`src/shared/sdi_mon_defs.svh`:
```
/*
  register offsets, field positions, reset values and widths of the
  receive error monitor. assumes nothing; definitions only.
*/
`ifndef SDI_MON_DEFS_SVH
`define SDI_MON_DEFS_SVH

`define ADDR_W              8
`define DATA_W              8
`define OFS_EVT_CFG         8'h2b
`define OFS_ERR_MON         8'h2d
`define OFS_THR_LO          8'h2e
`define OFS_THR_HI          8'h2f
`define OFS_RATE            8'h3b
`define OFS_EVT_COUNT       8'h3d
`define OFS_ERR_CNT_LO      8'h3e
`define OFS_ERR_CNT_HI      8'h3f

`define EVT_CFG_ENABLE      0
`define EVT_CFG_RST_LINK    1
`define EVT_CFG_RST_CDR     2
`define EVT_CFG_SELECT      3
`define EVT_CFG_MASK        8'h0f

`define ERR_MON_NO_EXIT     0
`define ERR_MON_SEL_WINDOW  1
`define ERR_MON_CLEAR       2
`define ERR_MON_CODE_MASK   3
`define ERR_MON_ACCUM       4
`define ERR_MON_MASK        8'h1f

`define THR_LO_RESET        8'h10
`define THR_HI_RESET        8'h00
`define CFG_RESET           8'h00

`define RATE_LSB            4
`define RATE_W              3
`define RATE_UNLOCKED       3'h7
`define RATE_270M           3'h1
`define RATE_1G485          3'h3
`define RATE_2G97           3'h6

`define EVT_CNT_W           8
`define ERR_CNT_W           16

`endif

```
`src/shared/sdi_mon_pkg.sv`:
```
/*
  types shared by the receive error monitor files.
  assumes sdi_mon_defs.svh is on the include path.
*/
`include "sdi_mon_defs.svh"

package sdi_mon_pkg;

  // register port request, one access per cycle
  typedef struct packed {
    logic                wr;
    logic                rd;
    logic [`ADDR_W-1:0]  addr;
    logic [`DATA_W-1:0]  wdata;
  } reg_req_t;

  // single-cycle event strobes from the recovery and decode logic
  typedef struct packed {
    logic clk_loss;
    logic lock_loss;
    logic link_loss;
    logic code_err;
    logic data_err;
    logic window_tick;
  } rx_evt_t;

  typedef enum logic {
    RX_NORMAL,
    RX_HALTED
  } rx_state_t;

endpackage : sdi_mon_pkg

```
`src/logic/sdi_rx_error_monitor.sv`:
```
/*
  error monitor and event counters of an sdi deserializer receive path,
  with its register bank, threshold halt and data gate.
  assumes the management-bus engine presents decoded single-cycle
  register accesses, and all event strobes and data arrive on ref_clk_i.
*/
// Notes on behaviour
// RULE1: event-select bit 3: 0 reads clock-recovery counter, 1 data counter.
// RULE2: clock-recovery counter counts recovered clock loss and pll lock loss.
// RULE3: event config bit 2 resets the clock-recovery event count.
// RULE4: event config bit 1 resets the data (link) event count.
// RULE5: both event counters count only while enable bit 0 set; resets 0.
// RULE6: accumulate bit 4 keeps error counts running across windows.
// RULE7: monitor bit 3 masks 8b10b errors from count and lock output.
// RULE8: monitor bit 2 clears current and previously held error counts.
// RULE9: monitor bit 1 selects current-run or timing-window error count.
// RULE10: monitor bit 0 keeps receiving even above the threshold.
// RULE11: above threshold the device halts and stops the parallel outputs.
// RULE12: threshold low byte 0x2e resets 0x10, high byte 0x2f resets 0x00.
// RULE13: rate bits 6:4 read 001, 011, 110 or 111 unlocked (reset).
// RULE14: an 8-bit readable count of link-loss events, reset 0.
// RULE15: data error count readable as low and high byte, reset 0.
// RULE16: reset and clear bits hold counts at zero while set.
// RULE17: counters saturate at maximum instead of wrapping.
`timescale 1ns/1ps
`default_nettype none

module sdi_rx_error_monitor
  import sdi_mon_pkg::*;
#(
  parameter int DATA_WIDTH = 10
) (
  input  wire logic                    ref_clk_i,
  input  wire logic                    nrst_i,
  input  wire reg_req_t                reg_req_i,
  output logic [`DATA_W-1:0]           reg_rdata_o,
  output logic                         reg_rvalid_o,
  input  wire rx_evt_t                 rx_evt_i,
  input  wire logic                    cdr_locked_i,
  input  wire logic [`RATE_W-1:0]      locked_rate_i,
  input  wire logic [DATA_WIDTH-1:0]   rx_data_i,
  input  wire logic                    rx_valid_i,
  output logic [DATA_WIDTH-1:0]        parallel_data_outputs_o,
  output logic                         parallel_valid_o,
  output logic                         lock_o,
  output logic                         rx_halted_o
);

  logic [`DATA_W-1:0]     evt_cfg_r;
  logic [`DATA_W-1:0]     evt_cfg_nxt;
  logic [`DATA_W-1:0]     err_mon_r;
  logic [`DATA_W-1:0]     err_mon_nxt;
  logic [`ERR_CNT_W-1:0]  thr_r;
  logic [`ERR_CNT_W-1:0]  thr_nxt;
  logic [`RATE_W-1:0]     rate_r;
  logic [`RATE_W-1:0]     rate_nxt;
  logic [`DATA_W-1:0]     rdata_r;
  logic [`DATA_W-1:0]     rdata_nxt;
  logic                   rvalid_r;
  logic                   rvalid_nxt;
  logic [`ERR_CNT_W-1:0]  win_cnt_r;
  logic [`ERR_CNT_W-1:0]  win_cnt_nxt;
  rx_state_t              state_r;
  rx_state_t              state_nxt;
  logic [DATA_WIDTH-1:0]  dout_r;
  logic [DATA_WIDTH-1:0]  dout_nxt;
  logic                   dvalid_r;
  logic                   dvalid_nxt;
  logic                   lock_r;
  logic                   lock_nxt;

  logic [`EVT_CNT_W-1:0]  cdr_cnt;
  logic [`EVT_CNT_W-1:0]  link_cnt;
  logic [`ERR_CNT_W-1:0]  run_cnt;
  logic [`ERR_CNT_W-1:0]  shown_cnt;
  logic [`EVT_CNT_W-1:0]  evt_shown;
  logic                   cnt_en;
  logic                   err_clear;
  logic                   code_err_seen;
  logic                   err_hit;
  logic                   run_restart;

  // event counters
  assign cnt_en = evt_cfg_r[`EVT_CFG_ENABLE];                       // RULE5

  sat_counter #(
    .WIDTH     (`EVT_CNT_W)
  ) u_cdr_cnt (
    .ref_clk_i (ref_clk_i),
    .nrst_i    (nrst_i),
    .clr_i     (evt_cfg_r[`EVT_CFG_RST_CDR]),                       // RULE3
    .restart_i (1'b0),
    .inc_i     (cnt_en && (rx_evt_i.clk_loss || rx_evt_i.lock_loss)), // RULE2
    .count_o   (cdr_cnt)
  );

  sat_counter #(
    .WIDTH     (`EVT_CNT_W)
  ) u_link_cnt (
    .ref_clk_i (ref_clk_i),
    .nrst_i    (nrst_i),
    .clr_i     (evt_cfg_r[`EVT_CFG_RST_LINK]),                      // RULE4
    .restart_i (1'b0),
    .inc_i     (cnt_en && rx_evt_i.link_loss),                      // RULE14
    .count_o   (link_cnt)
  );

  // error counting; masked code errors never reach the count or lock
  assign code_err_seen = rx_evt_i.code_err &&
                         !err_mon_r[`ERR_MON_CODE_MASK];            // RULE7
  assign err_hit       = rx_evt_i.data_err || code_err_seen;
  assign err_clear     = err_mon_r[`ERR_MON_CLEAR];                 // RULE8
  // without accumulate the run count starts over at each window edge
  assign run_restart   = rx_evt_i.window_tick &&
                         !err_mon_r[`ERR_MON_ACCUM];                // RULE6

  sat_counter #(
    .WIDTH     (`ERR_CNT_W)
  ) u_run_cnt (
    .ref_clk_i (ref_clk_i),
    .nrst_i    (nrst_i),
    .clr_i     (err_clear),
    .restart_i (run_restart),
    .inc_i     (err_hit),
    .count_o   (run_cnt)
  );

  assign shown_cnt = err_mon_r[`ERR_MON_SEL_WINDOW] ? win_cnt_r
                                                    : run_cnt;     // RULE9
  assign evt_shown = evt_cfg_r[`EVT_CFG_SELECT] ? link_cnt
                                                : cdr_cnt;         // RULE1

  // register bank
  always_comb
  begin
    evt_cfg_nxt = evt_cfg_r;
    err_mon_nxt = err_mon_r;
    thr_nxt     = thr_r;
    rate_nxt    = cdr_locked_i ? locked_rate_i : `RATE_UNLOCKED;   // RULE13
    rdata_nxt   = rdata_r;
    rvalid_nxt  = reg_req_i.rd;
    if (reg_req_i.wr)
    begin
      unique case (reg_req_i.addr)
        `OFS_EVT_CFG:
          evt_cfg_nxt = reg_req_i.wdata & `EVT_CFG_MASK;
        `OFS_ERR_MON:
          err_mon_nxt = reg_req_i.wdata & `ERR_MON_MASK;
        `OFS_THR_LO:
          thr_nxt[`DATA_W-1:0] = reg_req_i.wdata;                   // RULE12
        `OFS_THR_HI:
          thr_nxt[`ERR_CNT_W-1:`DATA_W] = reg_req_i.wdata;          // RULE12
        default:
          ; // counts and status take no writes
      endcase
    end
    if (reg_req_i.rd)
    begin
      unique case (reg_req_i.addr)
        `OFS_EVT_CFG:    rdata_nxt = evt_cfg_r;
        `OFS_ERR_MON:    rdata_nxt = err_mon_r;
        `OFS_THR_LO:     rdata_nxt = thr_r[`DATA_W-1:0];
        `OFS_THR_HI:     rdata_nxt = thr_r[`ERR_CNT_W-1:`DATA_W];
        `OFS_RATE:       rdata_nxt = {1'b0, rate_r, 4'h0};          // RULE13
        `OFS_EVT_COUNT:  rdata_nxt = evt_shown;                     // RULE14
        `OFS_ERR_CNT_LO: rdata_nxt = shown_cnt[`DATA_W-1:0];        // RULE15
        `OFS_ERR_CNT_HI: rdata_nxt = shown_cnt[`ERR_CNT_W-1:`DATA_W];
        default:         rdata_nxt = 8'h00;
      endcase
    end
  end

  always_ff @(posedge ref_clk_i)
  begin
    if (!nrst_i)
    begin
      evt_cfg_r <= `CFG_RESET;                                      // RULE5
      err_mon_r <= `CFG_RESET;
      thr_r     <= {`THR_HI_RESET, `THR_LO_RESET};                  // RULE12
      rate_r    <= `RATE_UNLOCKED;
      rdata_r   <= 8'h00;
      rvalid_r  <= 1'b0;
    end
    else
    begin
      evt_cfg_r <= evt_cfg_nxt;
      err_mon_r <= err_mon_nxt;
      thr_r     <= thr_nxt;
      rate_r    <= rate_nxt;
      rdata_r   <= rdata_nxt;
      rvalid_r  <= rvalid_nxt;
    end
  end

  // window capture, halt state and data gate
  always_comb
  begin
    win_cnt_nxt = win_cnt_r;
    if (err_clear)
      win_cnt_nxt = '0;                                             // RULE8
    else if (rx_evt_i.window_tick)
      win_cnt_nxt = run_cnt;
    state_nxt = state_r;
    unique case (state_r)
      RX_NORMAL:
        if ((run_cnt > thr_r) && !err_mon_r[`ERR_MON_NO_EXIT])      // RULE10
          state_nxt = RX_HALTED;                                    // RULE11
      RX_HALTED:
        // leaves once the run count is back within the limit or bit 0 is set
        if ((run_cnt <= thr_r) || err_mon_r[`ERR_MON_NO_EXIT])
          state_nxt = RX_NORMAL;
    endcase
    dout_nxt   = dout_r;
    dvalid_nxt = 1'b0;
    if ((state_r == RX_NORMAL) && rx_valid_i)
    begin
      dout_nxt   = rx_data_i;                                       // RULE11
      dvalid_nxt = 1'b1;
    end
    lock_nxt = cdr_locked_i && !code_err_seen &&
               (state_r == RX_NORMAL);                              // RULE7
  end

  always_ff @(posedge ref_clk_i)
  begin
    if (!nrst_i)
    begin
      win_cnt_r <= '0;
      state_r   <= RX_NORMAL;
      dout_r    <= '0;
      dvalid_r  <= 1'b0;
      lock_r    <= 1'b0;
    end
    else
    begin
      win_cnt_r <= win_cnt_nxt;
      state_r   <= state_nxt;
      dout_r    <= dout_nxt;
      dvalid_r  <= dvalid_nxt;
      lock_r    <= lock_nxt;
    end
  end

  assign reg_rdata_o             = rdata_r;
  assign reg_rvalid_o            = rvalid_r;
  assign parallel_data_outputs_o = dout_r;
  assign parallel_valid_o        = dvalid_r;
  assign lock_o                  = lock_r;
  assign rx_halted_o             = (state_r == RX_HALTED);

endmodule : sdi_rx_error_monitor

`default_nettype wire

```
`src/logic/sat_counter.sv`:
```
/*
  saturating up counter with hold-clear and restart.
  assumes inc_i, clr_i and restart_i come from the same clock.
*/
`timescale 1ns/1ps
`default_nettype none

module sat_counter #(
  parameter int WIDTH = 8
) (
  input  wire logic             ref_clk_i,
  input  wire logic             nrst_i,
  input  wire logic             clr_i,
  input  wire logic             restart_i,
  input  wire logic             inc_i,
  output logic [WIDTH-1:0]      count_o
);

  logic [WIDTH-1:0] cnt_r;
  logic [WIDTH-1:0] cnt_nxt;

  always_comb
  begin
    cnt_nxt = cnt_r;
    if (clr_i)
      cnt_nxt = '0;                                 // RULE16
    else if (restart_i)
      cnt_nxt = {{(WIDTH-1){1'b0}}, inc_i};
    else if (inc_i && (cnt_r != {WIDTH{1'b1}}))
      cnt_nxt = cnt_r + {{(WIDTH-1){1'b0}}, 1'b1};  // RULE17
  end

  always_ff @(posedge ref_clk_i)
  begin
    if (!nrst_i)
      cnt_r <= '0;
    else
      cnt_r <= cnt_nxt;
  end

  assign count_o = cnt_r;

endmodule : sat_counter

`default_nettype wire

```
`config.mk`:
```
export PLATFORM = sky130hd
export DESIGN_NAME = sdi_rx_error_monitor
export DESIGN_NICKNAME = d
export VERILOG_FILES = /design/src/shared/sdi_mon_pkg.sv /design/src/logic/sdi_rx_error_monitor.sv /design/src/logic/sat_counter.sv
export VERILOG_INCLUDE_DIRS = /design/src /design/src/shared
export SDC_FILE = /design/constraint.sdc
export NUM_CORES = 1
export LEC_CHECK = 0
export BUFFER_PORTS_ARGS = -buffer_cell sky130_fd_sc_hd__buf_2
export CORE_MARGIN = 2
export CORE_UTILIZATION = 55
export DETAILED_ROUTE_END_ITERATION = 8
export PLACE_DENSITY = 0.73
export SKIP_LAST_GASP = 1
export SYNTH_ARGS = -nofsm -noshare
export SYNTH_HDL_FRONTEND = slang
export SYNTH_SLANG_ARGS = --single-unit
```
`constraint.sdc`:
```
create_clock -name ref_clk_i -period 2.2 [get_ports ref_clk_i]
set_input_delay 0.44 -clock ref_clk_i [delete_from_list [all_inputs] [get_ports ref_clk_i]]
set_output_delay 0.44 -clock ref_clk_i [all_outputs]
set_load 0.02 [all_outputs]
```
# After elaboration in Yosys (flattened, before gate mapping)
# Index checks and enable logic that the tools add are counted.
# classes
add_sub_neg,3
mul,0
n_div,0
order_cmp,2
eq_ne,11
n_shift,0
n_mux,9
n_bitwise,2
reduce_logical,28
# op_table
operator,n
equality test 8 x 6 -> 1 bit (second input constant),8
one-hot mux 8 bit (8 select lines),1
adder 16 x 1 -> 16 bit (second input constant),1
adder 8 x 1 -> 8 bit (second input constant),2
> comparator 16 bit,1
less-or-equal comparator 16 bit,1
two-way mux 16 bit,1
inequality test 16 bit (second input constant),1
inequality test 8 bit (second input constant),2
logical AND 1 bit,11
AND reduction 2 bit,5
two-way mux 8 bit,1
OR reduction 2 bit,3
two-way mux 1 bit,5
logical NOT 1 bit,4
logical OR 1 bit,3
OR reduction 3 bit,1
NOT 1 bit,2
one-hot mux 1 bit (2 select lines),1
nonzero test 2 bit,1
# word_totals
register_bits,98
latch_bits,0
ram_bits,0
romBits,0
input_bits,41
out_inout_bits,22
elab_cells,71
mem_count,0

# Longest topological paths before layout
# Gate-level depths: netlist (run 1).
# depth
depth_word,6
mapped_depth,7

# By module
# A second synthesis (run 1) with hierarchy kept.
# unflattened
cells_unflattened,602
hier_area_um2,5281.3
# by_module_without_submodules
mod,n_inst,cells_each,area_each_um2,seq_area_each_um2
sdi_rx_error_monitor,1,408,3473.3,1321.3
sat_counter at u_cdr_cnt ...,2,48,475.5,160.2
sat_counter at u_run_cnt,1,98,857.1,320.3

# Worst setup path before layout (run 1)
# Ideal clock, no wire load.
# synth_timing
path_type,in2reg
startpoint,input reg_req_i[15] in the netlist's numbering
endpoint,register err_mon_r[0]
setup_ns,0.128
arrival_time_ns,1.602
slack_ns,0.470
path_stages,5
n_path_buf,0
path_cell_list,or3b_1 nor3b_4 nand4_2 mux2i_1 nor2_1
# synth_via
elab_chain_len,2
# synth_lines
element,line,rtl
"start, declared",sdi_rx_error_monitor.sv:35,"input wire reg_req_t reg_req_i,"
equality test 8 x 6 -> 1 bit,sdi_rx_error_monitor.sv:144,unique case (reg_req_i.addr)
AND reduction 2 bit (no line),--,
"end signal, assigned",sdi_rx_error_monitor.sv:178,err_mon_r <= `CFG_RESET;
"end signal, assigned",sdi_rx_error_monitor.sv:187,err_mon_r <= err_mon_nxt;
"end, declared",sdi_rx_error_monitor.sv:51,logic [`DATA_W-1:0] err_mon_r;
# No other way between the ends.
# A chain may end at the register's enable or synchronous reset.

# Worst setup path after layout (run 1)
# layout_timing
startpoint,register u_run_cnt.cnt_r[0] (netlist: u_run_cnt.count_o[0])
endpoint,register u_run_cnt.cnt_r[6] (netlist: u_run_cnt.count_o[6])
# layout_via
elab_chain_len,2
elab_cells_between_ends,3
# layout_lines
element,line,rtl
"start, declared",sat_counter.sv:19,logic [WIDTH-1:0] cnt_r;
"start signal, assigned",sat_counter.sv:38,cnt_r <= cnt_nxt;
"parallel branches: the longest is 2 deep, another holds adder 16 x 1 -> 16 bit",--,
# Parallel ways; which one is timed is not known.

==> results.cfg, run 1 <==
[status]
status = complete, no violations

[cts]
tritoncts.num_buffers = 9
cts-root-buf = clkbuf_8
clkSlewWorstSetupHoldPaths_ns = 0.11
ctsResizeCount = 0
ctsHoldBuffers = 0
clk_latency_ns = 0.39
clock-sinks = 98
cts_max_path_buffers = 2
post_cts_buffers = 0
cts_max_level = 3
cts_tree = built

[worst_setup_path]
endpoint_kind = register
worstPathArrival_ns = 2.31
worst_setup_path_start_kind = register
critPathMaxFanout = 9
critPathRequiredTime_ns = 2.48
critPathKind = register to register

[grt]
grt_overflow = 0
track_usage = 0.269
grt_pass1_vias = 4186
grt_max_degree = 28
antenna_found_initial = 0
grt_pass1_wl_mm = 21.0

[finish]
finalNetCount = 695
drive_above_1_share = 0.169
nFillCells = 786
areaGrowthSynthToFinish_pct = 12.8

[synth]
yosysSeqAreaShare = 0.400
synth_cell_types = 60
ys_ff_latch = 98
syn_area_per_cell_um2 = 8.52
yosysTopAreaCellShare = 0.400
ys.flop_type = dfxtp_1
synth_edf_count = 0
async_flop_share = 0
syn_inst = 576
yosys.area.top_type = dfxtp_1
syn_area_um2 = 4910
syn_nets = 636
synth_area_leaders = dfxtp_1 (40%), mux2i_1 (9.8%), nand2_1 (5.3%)
yosys_warnings = 0

[timing]
setup_tns_ns = 0
min_period_over_period = 0.921
max_slew_margin = 0.574
final-max-slew-violation-count = 0
fmax_mhz = 494
skew_ns = 0.0121
period_needed_ns = 2.03
tightestPinTransition_ns = 0.637
setup_viol = 0
grt_setup_unrepaired = no
hold_viol = 0
holdWs_ns = 0.239

[route]
drt_wl_total_mm = 12.7
antenna_left = 0
drc = 0
vias = 4493
drt_first_pass_iters = 5
viasPerCell = 6.00
wl_per_cell_um = 17.0
drtIter0Drc = 293

[floorplanning]
die_w_um = 98.5
die_area_um2 = 9700
initial_utilization = 0.566
core_area_um2 = 8680
std_cell_rows = 34
die_h_um = 98.5
num_io_pins = 63

[power_and_ir_drop]
power_density_nw_per_um2 = 585
p_leak_nw = 2.14
ir_drop_v = 0.000422

[hold_path]
hp-class = input port to register

[placement]
gp_congestion = 0.883
hpwlAfterDp_mm = 9.54
portBuffers = 62

[job]
maxCapViolations = 0
==> routing by layer <==
| metal | share of wire | GRT usage |
|---|---|---|
| met5 | 0 | 0 |
| met4 | 0.016 | 0.0685 |
| met3 | 0.072 | 0.0546 |
| met2 | 0.45 | 0.417 |
| met1 | 0.46 | 0.388 |
==> registers in the layout, summed over array words and instances (netlist names), 3 cells and up <==
signal / flops
err_mon_r: 5
evt_cfg_r: 4
parallel_data_outputs_o: 10
rate_r: 3
reg_rdata_o: 8
thr_r: 16
u_cdr_cnt.count_o: 8
u_link_cnt.count_o: 8
u_run_cnt.count_o: 16
win_cnt_r: 16
==> logic make-up after synthesis <==
logic type	count (synthesis)	synth area share
multiplexers	49	0.100
flip-flops	98	0.400
XOR/XNOR	19	0.0339
buffers and inverters	52	0.0444
AND/OR/NAND/NOR	221	0.219
adder cells (fa/ha/maj)	19	0.0484
AO/OA/AOI/OAI	118	0.154
==> cell usage after synthesis (2+ instances only) <==
master,number
and4_1,4
nor2_1,56
xnor2_1,15
and4b_1,2
o221ai_1,7
o21ai_2,2
a31oi_1,2
ha_1,19
inv_1,21
nand2_1,69
nand3_1,34
o2111ai_1,2
nand2b_1,7
o211ai_1,5
o22ai_1,2
nor2b_1,8
a211oi_1,6
o31ai_1,3
and3_1,3
nand4_1,10
a21oi_1,50
a22oi_1,2
a221oi_1,5
buf_2,14
clkbuf_1,9
or2_2,3
buf_1,5
xor2_1,4
or3_1,3
nor4_1,3
dfxtp_1,98
mux2i_1,48
a2111oi_0,2
nor3_1,10
o21ai_0,18
==> cells in the final DEF, fill, tap and decap left out, types with 4 or more instances in the layout <==
master    instances
a211oi_1          6
a21oi_1          50
a221oi_1          5
and4_1            4
buf_2            62
buf_4            16
clkbuf_8          9
dfxtp_1          98
ha_1             19
inv_1            21
mux2i_1          48
nand2_1          69
nand2b_1          7
nand3_1          34
nand4_1          10
nor2_1           56
nor2b_1           8
nor3_1           10
o211ai_1          5
o21ai_0          18
o221ai_1          7
xnor2_1          15
xor2_1            4
==> path summary, 6_finish.rpt <==
path         depth (start not counted)                  from              endpoint  slack (ns)
min reg2reg                          2        reg_rdata_o[0]        reg_rdata_o[0]        0.44
max reg2reg                          5  u_run_cnt.count_o[0]  u_run_cnt.count_o[6]        0.17
min                                  2      locked_rate_i[0]             rate_r[0]        0.24
max                                  5  u_run_cnt.count_o[0]  u_run_cnt.count_o[6]        0.17
==> stage by stage <==
step                      power (mW)  instances  utilization  worst slack [ns]  instance area (µm²)
after floorplan                 2.00        576            -             0.470                 4910
after global placement          2.09        732        0.615             0.271                 5340
after detailed placement        2.10        732        0.615             0.211                 5340
after CTS                       3.25        748        0.638             0.205                 5530
after global routing            3.34        748        0.638            0.0377                 5530
final                           3.24        749        0.638             0.175                 5540
==> final cells by class <==
type / instances / area [µm²] / area share
diodes: 1 / 2.50 / 0.000452
clock buffers: 9 / 124 / 0.0224
well taps: 108 / 135 / 0.0244
repair buffers: 78 / 430 / 0.0777
inverters: 22 / 82.6 / 0.0149
multi-input cells: 426 / 2730 / 0.493
flip-flops and latches: 98 / 1960 / 0.354
clock inverters: 7 / 71.3 / 0.0129
==> report_power, final <==
part	switching [mW]	total (mW)	internal [mW]
sequential	0.0170	1.81	1.79
clock	0.733	1.18	0.445
combinational	0.156	0.246	0.0907
total	0.906	3.24	2.33
==> worst max-delay path, stage by stage (launching register included) <==
cell and delay [ns]:
dfxtp_1 0.55, ha_1 0.31, nand3_1 0.20, a211oi_1 0.49, a31oi_1 0.16, a41o_1 0.22
No activity file was read; power rests on OpenSTA's default activity.
==> run 2: changes to the inputs <==
--- a/config.mk
+++ b/config.mk
@@ -10,6 +10,7 @@
 export CORE_MARGIN = 2
 export CORE_UTILIZATION = 55
 export DETAILED_ROUTE_END_ITERATION = 8
+export MAX_ROUTING_LAYER = met4
 export PLACE_DENSITY = 0.73
 export SKIP_LAST_GASP = 1
 export SYNTH_ARGS = -nofsm -noshare
==> run 2 against run 1 <==
Clock skew down 0.0020 ns. Clock power about the same. Sequential power barely moved. Final cell count is 0.13% lower. Die area stayed put. First-iteration DRC count grew 2.4%. Register-to-register slack hardly changed. Power is essentially flat. Largest cell class unchanged. Highest routed layer unchanged.
==> results.cfg, run 2 (same netlist as run 1, synthesis figures left out) <==
[timing]
final-max-slew-violation-count = 0
tightestPinTransition_ns = 0.633
setup_viol = 0
period_needed_ns = 2.02
setup_tns_ns = 0
skew_ns = 0.0100
hold_viol = 0
grt_setup_unrepaired = no
min_period_over_period = 0.918
max_slew_margin = 0.577
fmax_mhz = 495

[floorplanning]
std_cell_rows = 34
die_h_um = 98.5
die_w_um = 98.5
initial_utilization = 0.566
core_area_um2 = 8680
num_io_pins = 63
die_area_um2 = 9700

[finish]
drive_above_1_share = 0.169
areaGrowthSynthToFinish_pct = 12.7
antenna_cells = 0
finalNetCount = 695
final_cell_mix = dfxtp_1 (98), nand2_1 (69), buf_2 (62)
finalCoreUtilization = 0.638
layout_commonest_cell = dfxtp_1

[cts]
clock-sinks = 98
cts-root-buf = clkbuf_8
clkSlewWorstSetupHoldPaths_ns = 0.11
ctsResizeCount = 0
cts_max_level = 3
post_cts_buffers = 0
ctsHoldBuffers = 0
tritoncts.num_buffers = 9
clk_latency_ns = 0.38
cts_tree = built
cts_max_path_buffers = 2

[worst_setup_path]
crit_chain = ha_1, nand3_1, a211oi_1, a31oi_1, a41o_1
cp.depth = 5
critPathRequiredTime_ns = 2.48
r2r_cells = 5
crit_slowest_cell = dfxtp_1
critPathKind = register to register
worst_setup_path_start_kind = register
endpoint_kind = register
worstPathArrival_ns = 2.30
crit_family = compound AO/OA/AOI/OAI gates
critPathMaxFanout = 9
cpPeakStageDelay_ns = 0.56
crit_buf_inv = 0

[status]
status = complete, no violations

[placement]
gp_congestion = 0.897
portBuffers = 62
hpwlAfterDp_mm = 9.54

[route]
drt_wl_total_mm = 12.7
antenna_left = 0
vias = 4445
viasPerCell = 5.94
drc = 0
drtIter0Drc = 300
wl_per_cell_um = 17.0
drt_first_pass_iters = 5

[hold_path]
hp-class = input port to register
worstHoldPathCells = 2

[grt]
grt_pass1_vias = 4193
grt_overflow = 0
antenna_found_initial = 0
track_usage = 0.277
grt_pass1_wl_mm = 21.0
grt_max_degree = 28

[power_and_ir_drop]
power_density_nw_per_um2 = 584
p_leak_nw = 2.14
power_mw = 3.23
ir_drop_v = 0.000420

[job]
maxCapViolations = 0
run 2: cell count changes in the layout (fill, tap and decap cells not counted):
cell     change
diode_2      -1
run 2: final timing paths:
| kind | start | end | slack, ns |
|---|---|---|---|
| min | locked_rate_i[0] | rate_r[0] | 0.24 |
| max | u_run_cnt.count_o[0] | u_run_cnt.count_o[6] | 0.18 |
| max reg2reg | u_run_cnt.count_o[0] | u_run_cnt.count_o[6] | 0.18 |
| min reg2reg | reg_rdata_o[0] | reg_rdata_o[0] | 0.44 |
run 2: per-layer routing:
layer  share of wire  track usage  wire [µm]
met1            0.47        0.388       6000
met2            0.45        0.417       5710
met3           0.062       0.0532        782
met4           0.016       0.0685        209
met5               0            -          0
run 2: through the flow:
step	setup slack, ns	instance area, µm²	cells	hold slack [ns]
floorplan	0.470	4910	576	0.431
global placement	0.271	5340	732	0.426
detailed placement	0.211	5340	732	0.435
CTS	0.205	5530	748	0.238
global route	0.0377	5530	748	0.240
finish	0.181	5530	748	0.242
run 2: report_power, final:
group          leakage [nW]  internal [mW]  switching, mW
Combinational          1.25         0.0907          0.156
Clock                0.0995          0.445          0.730
Sequential            0.793           1.79         0.0171
Total                  2.14           2.33          0.903
run 2: layout make-up:
class | instances | area [µm²]
Timing Repair Buffer | 78 | 430
Sequential cell | 98 | 1960
Fill cell | 787 | 3140
Tap cell | 108 | 135
Multi-Input combinational cell | 426 | 2730
Inverter | 22 | 82.6
Clock inverter | 7 | 71.3
Clock buffer | 9 | 124
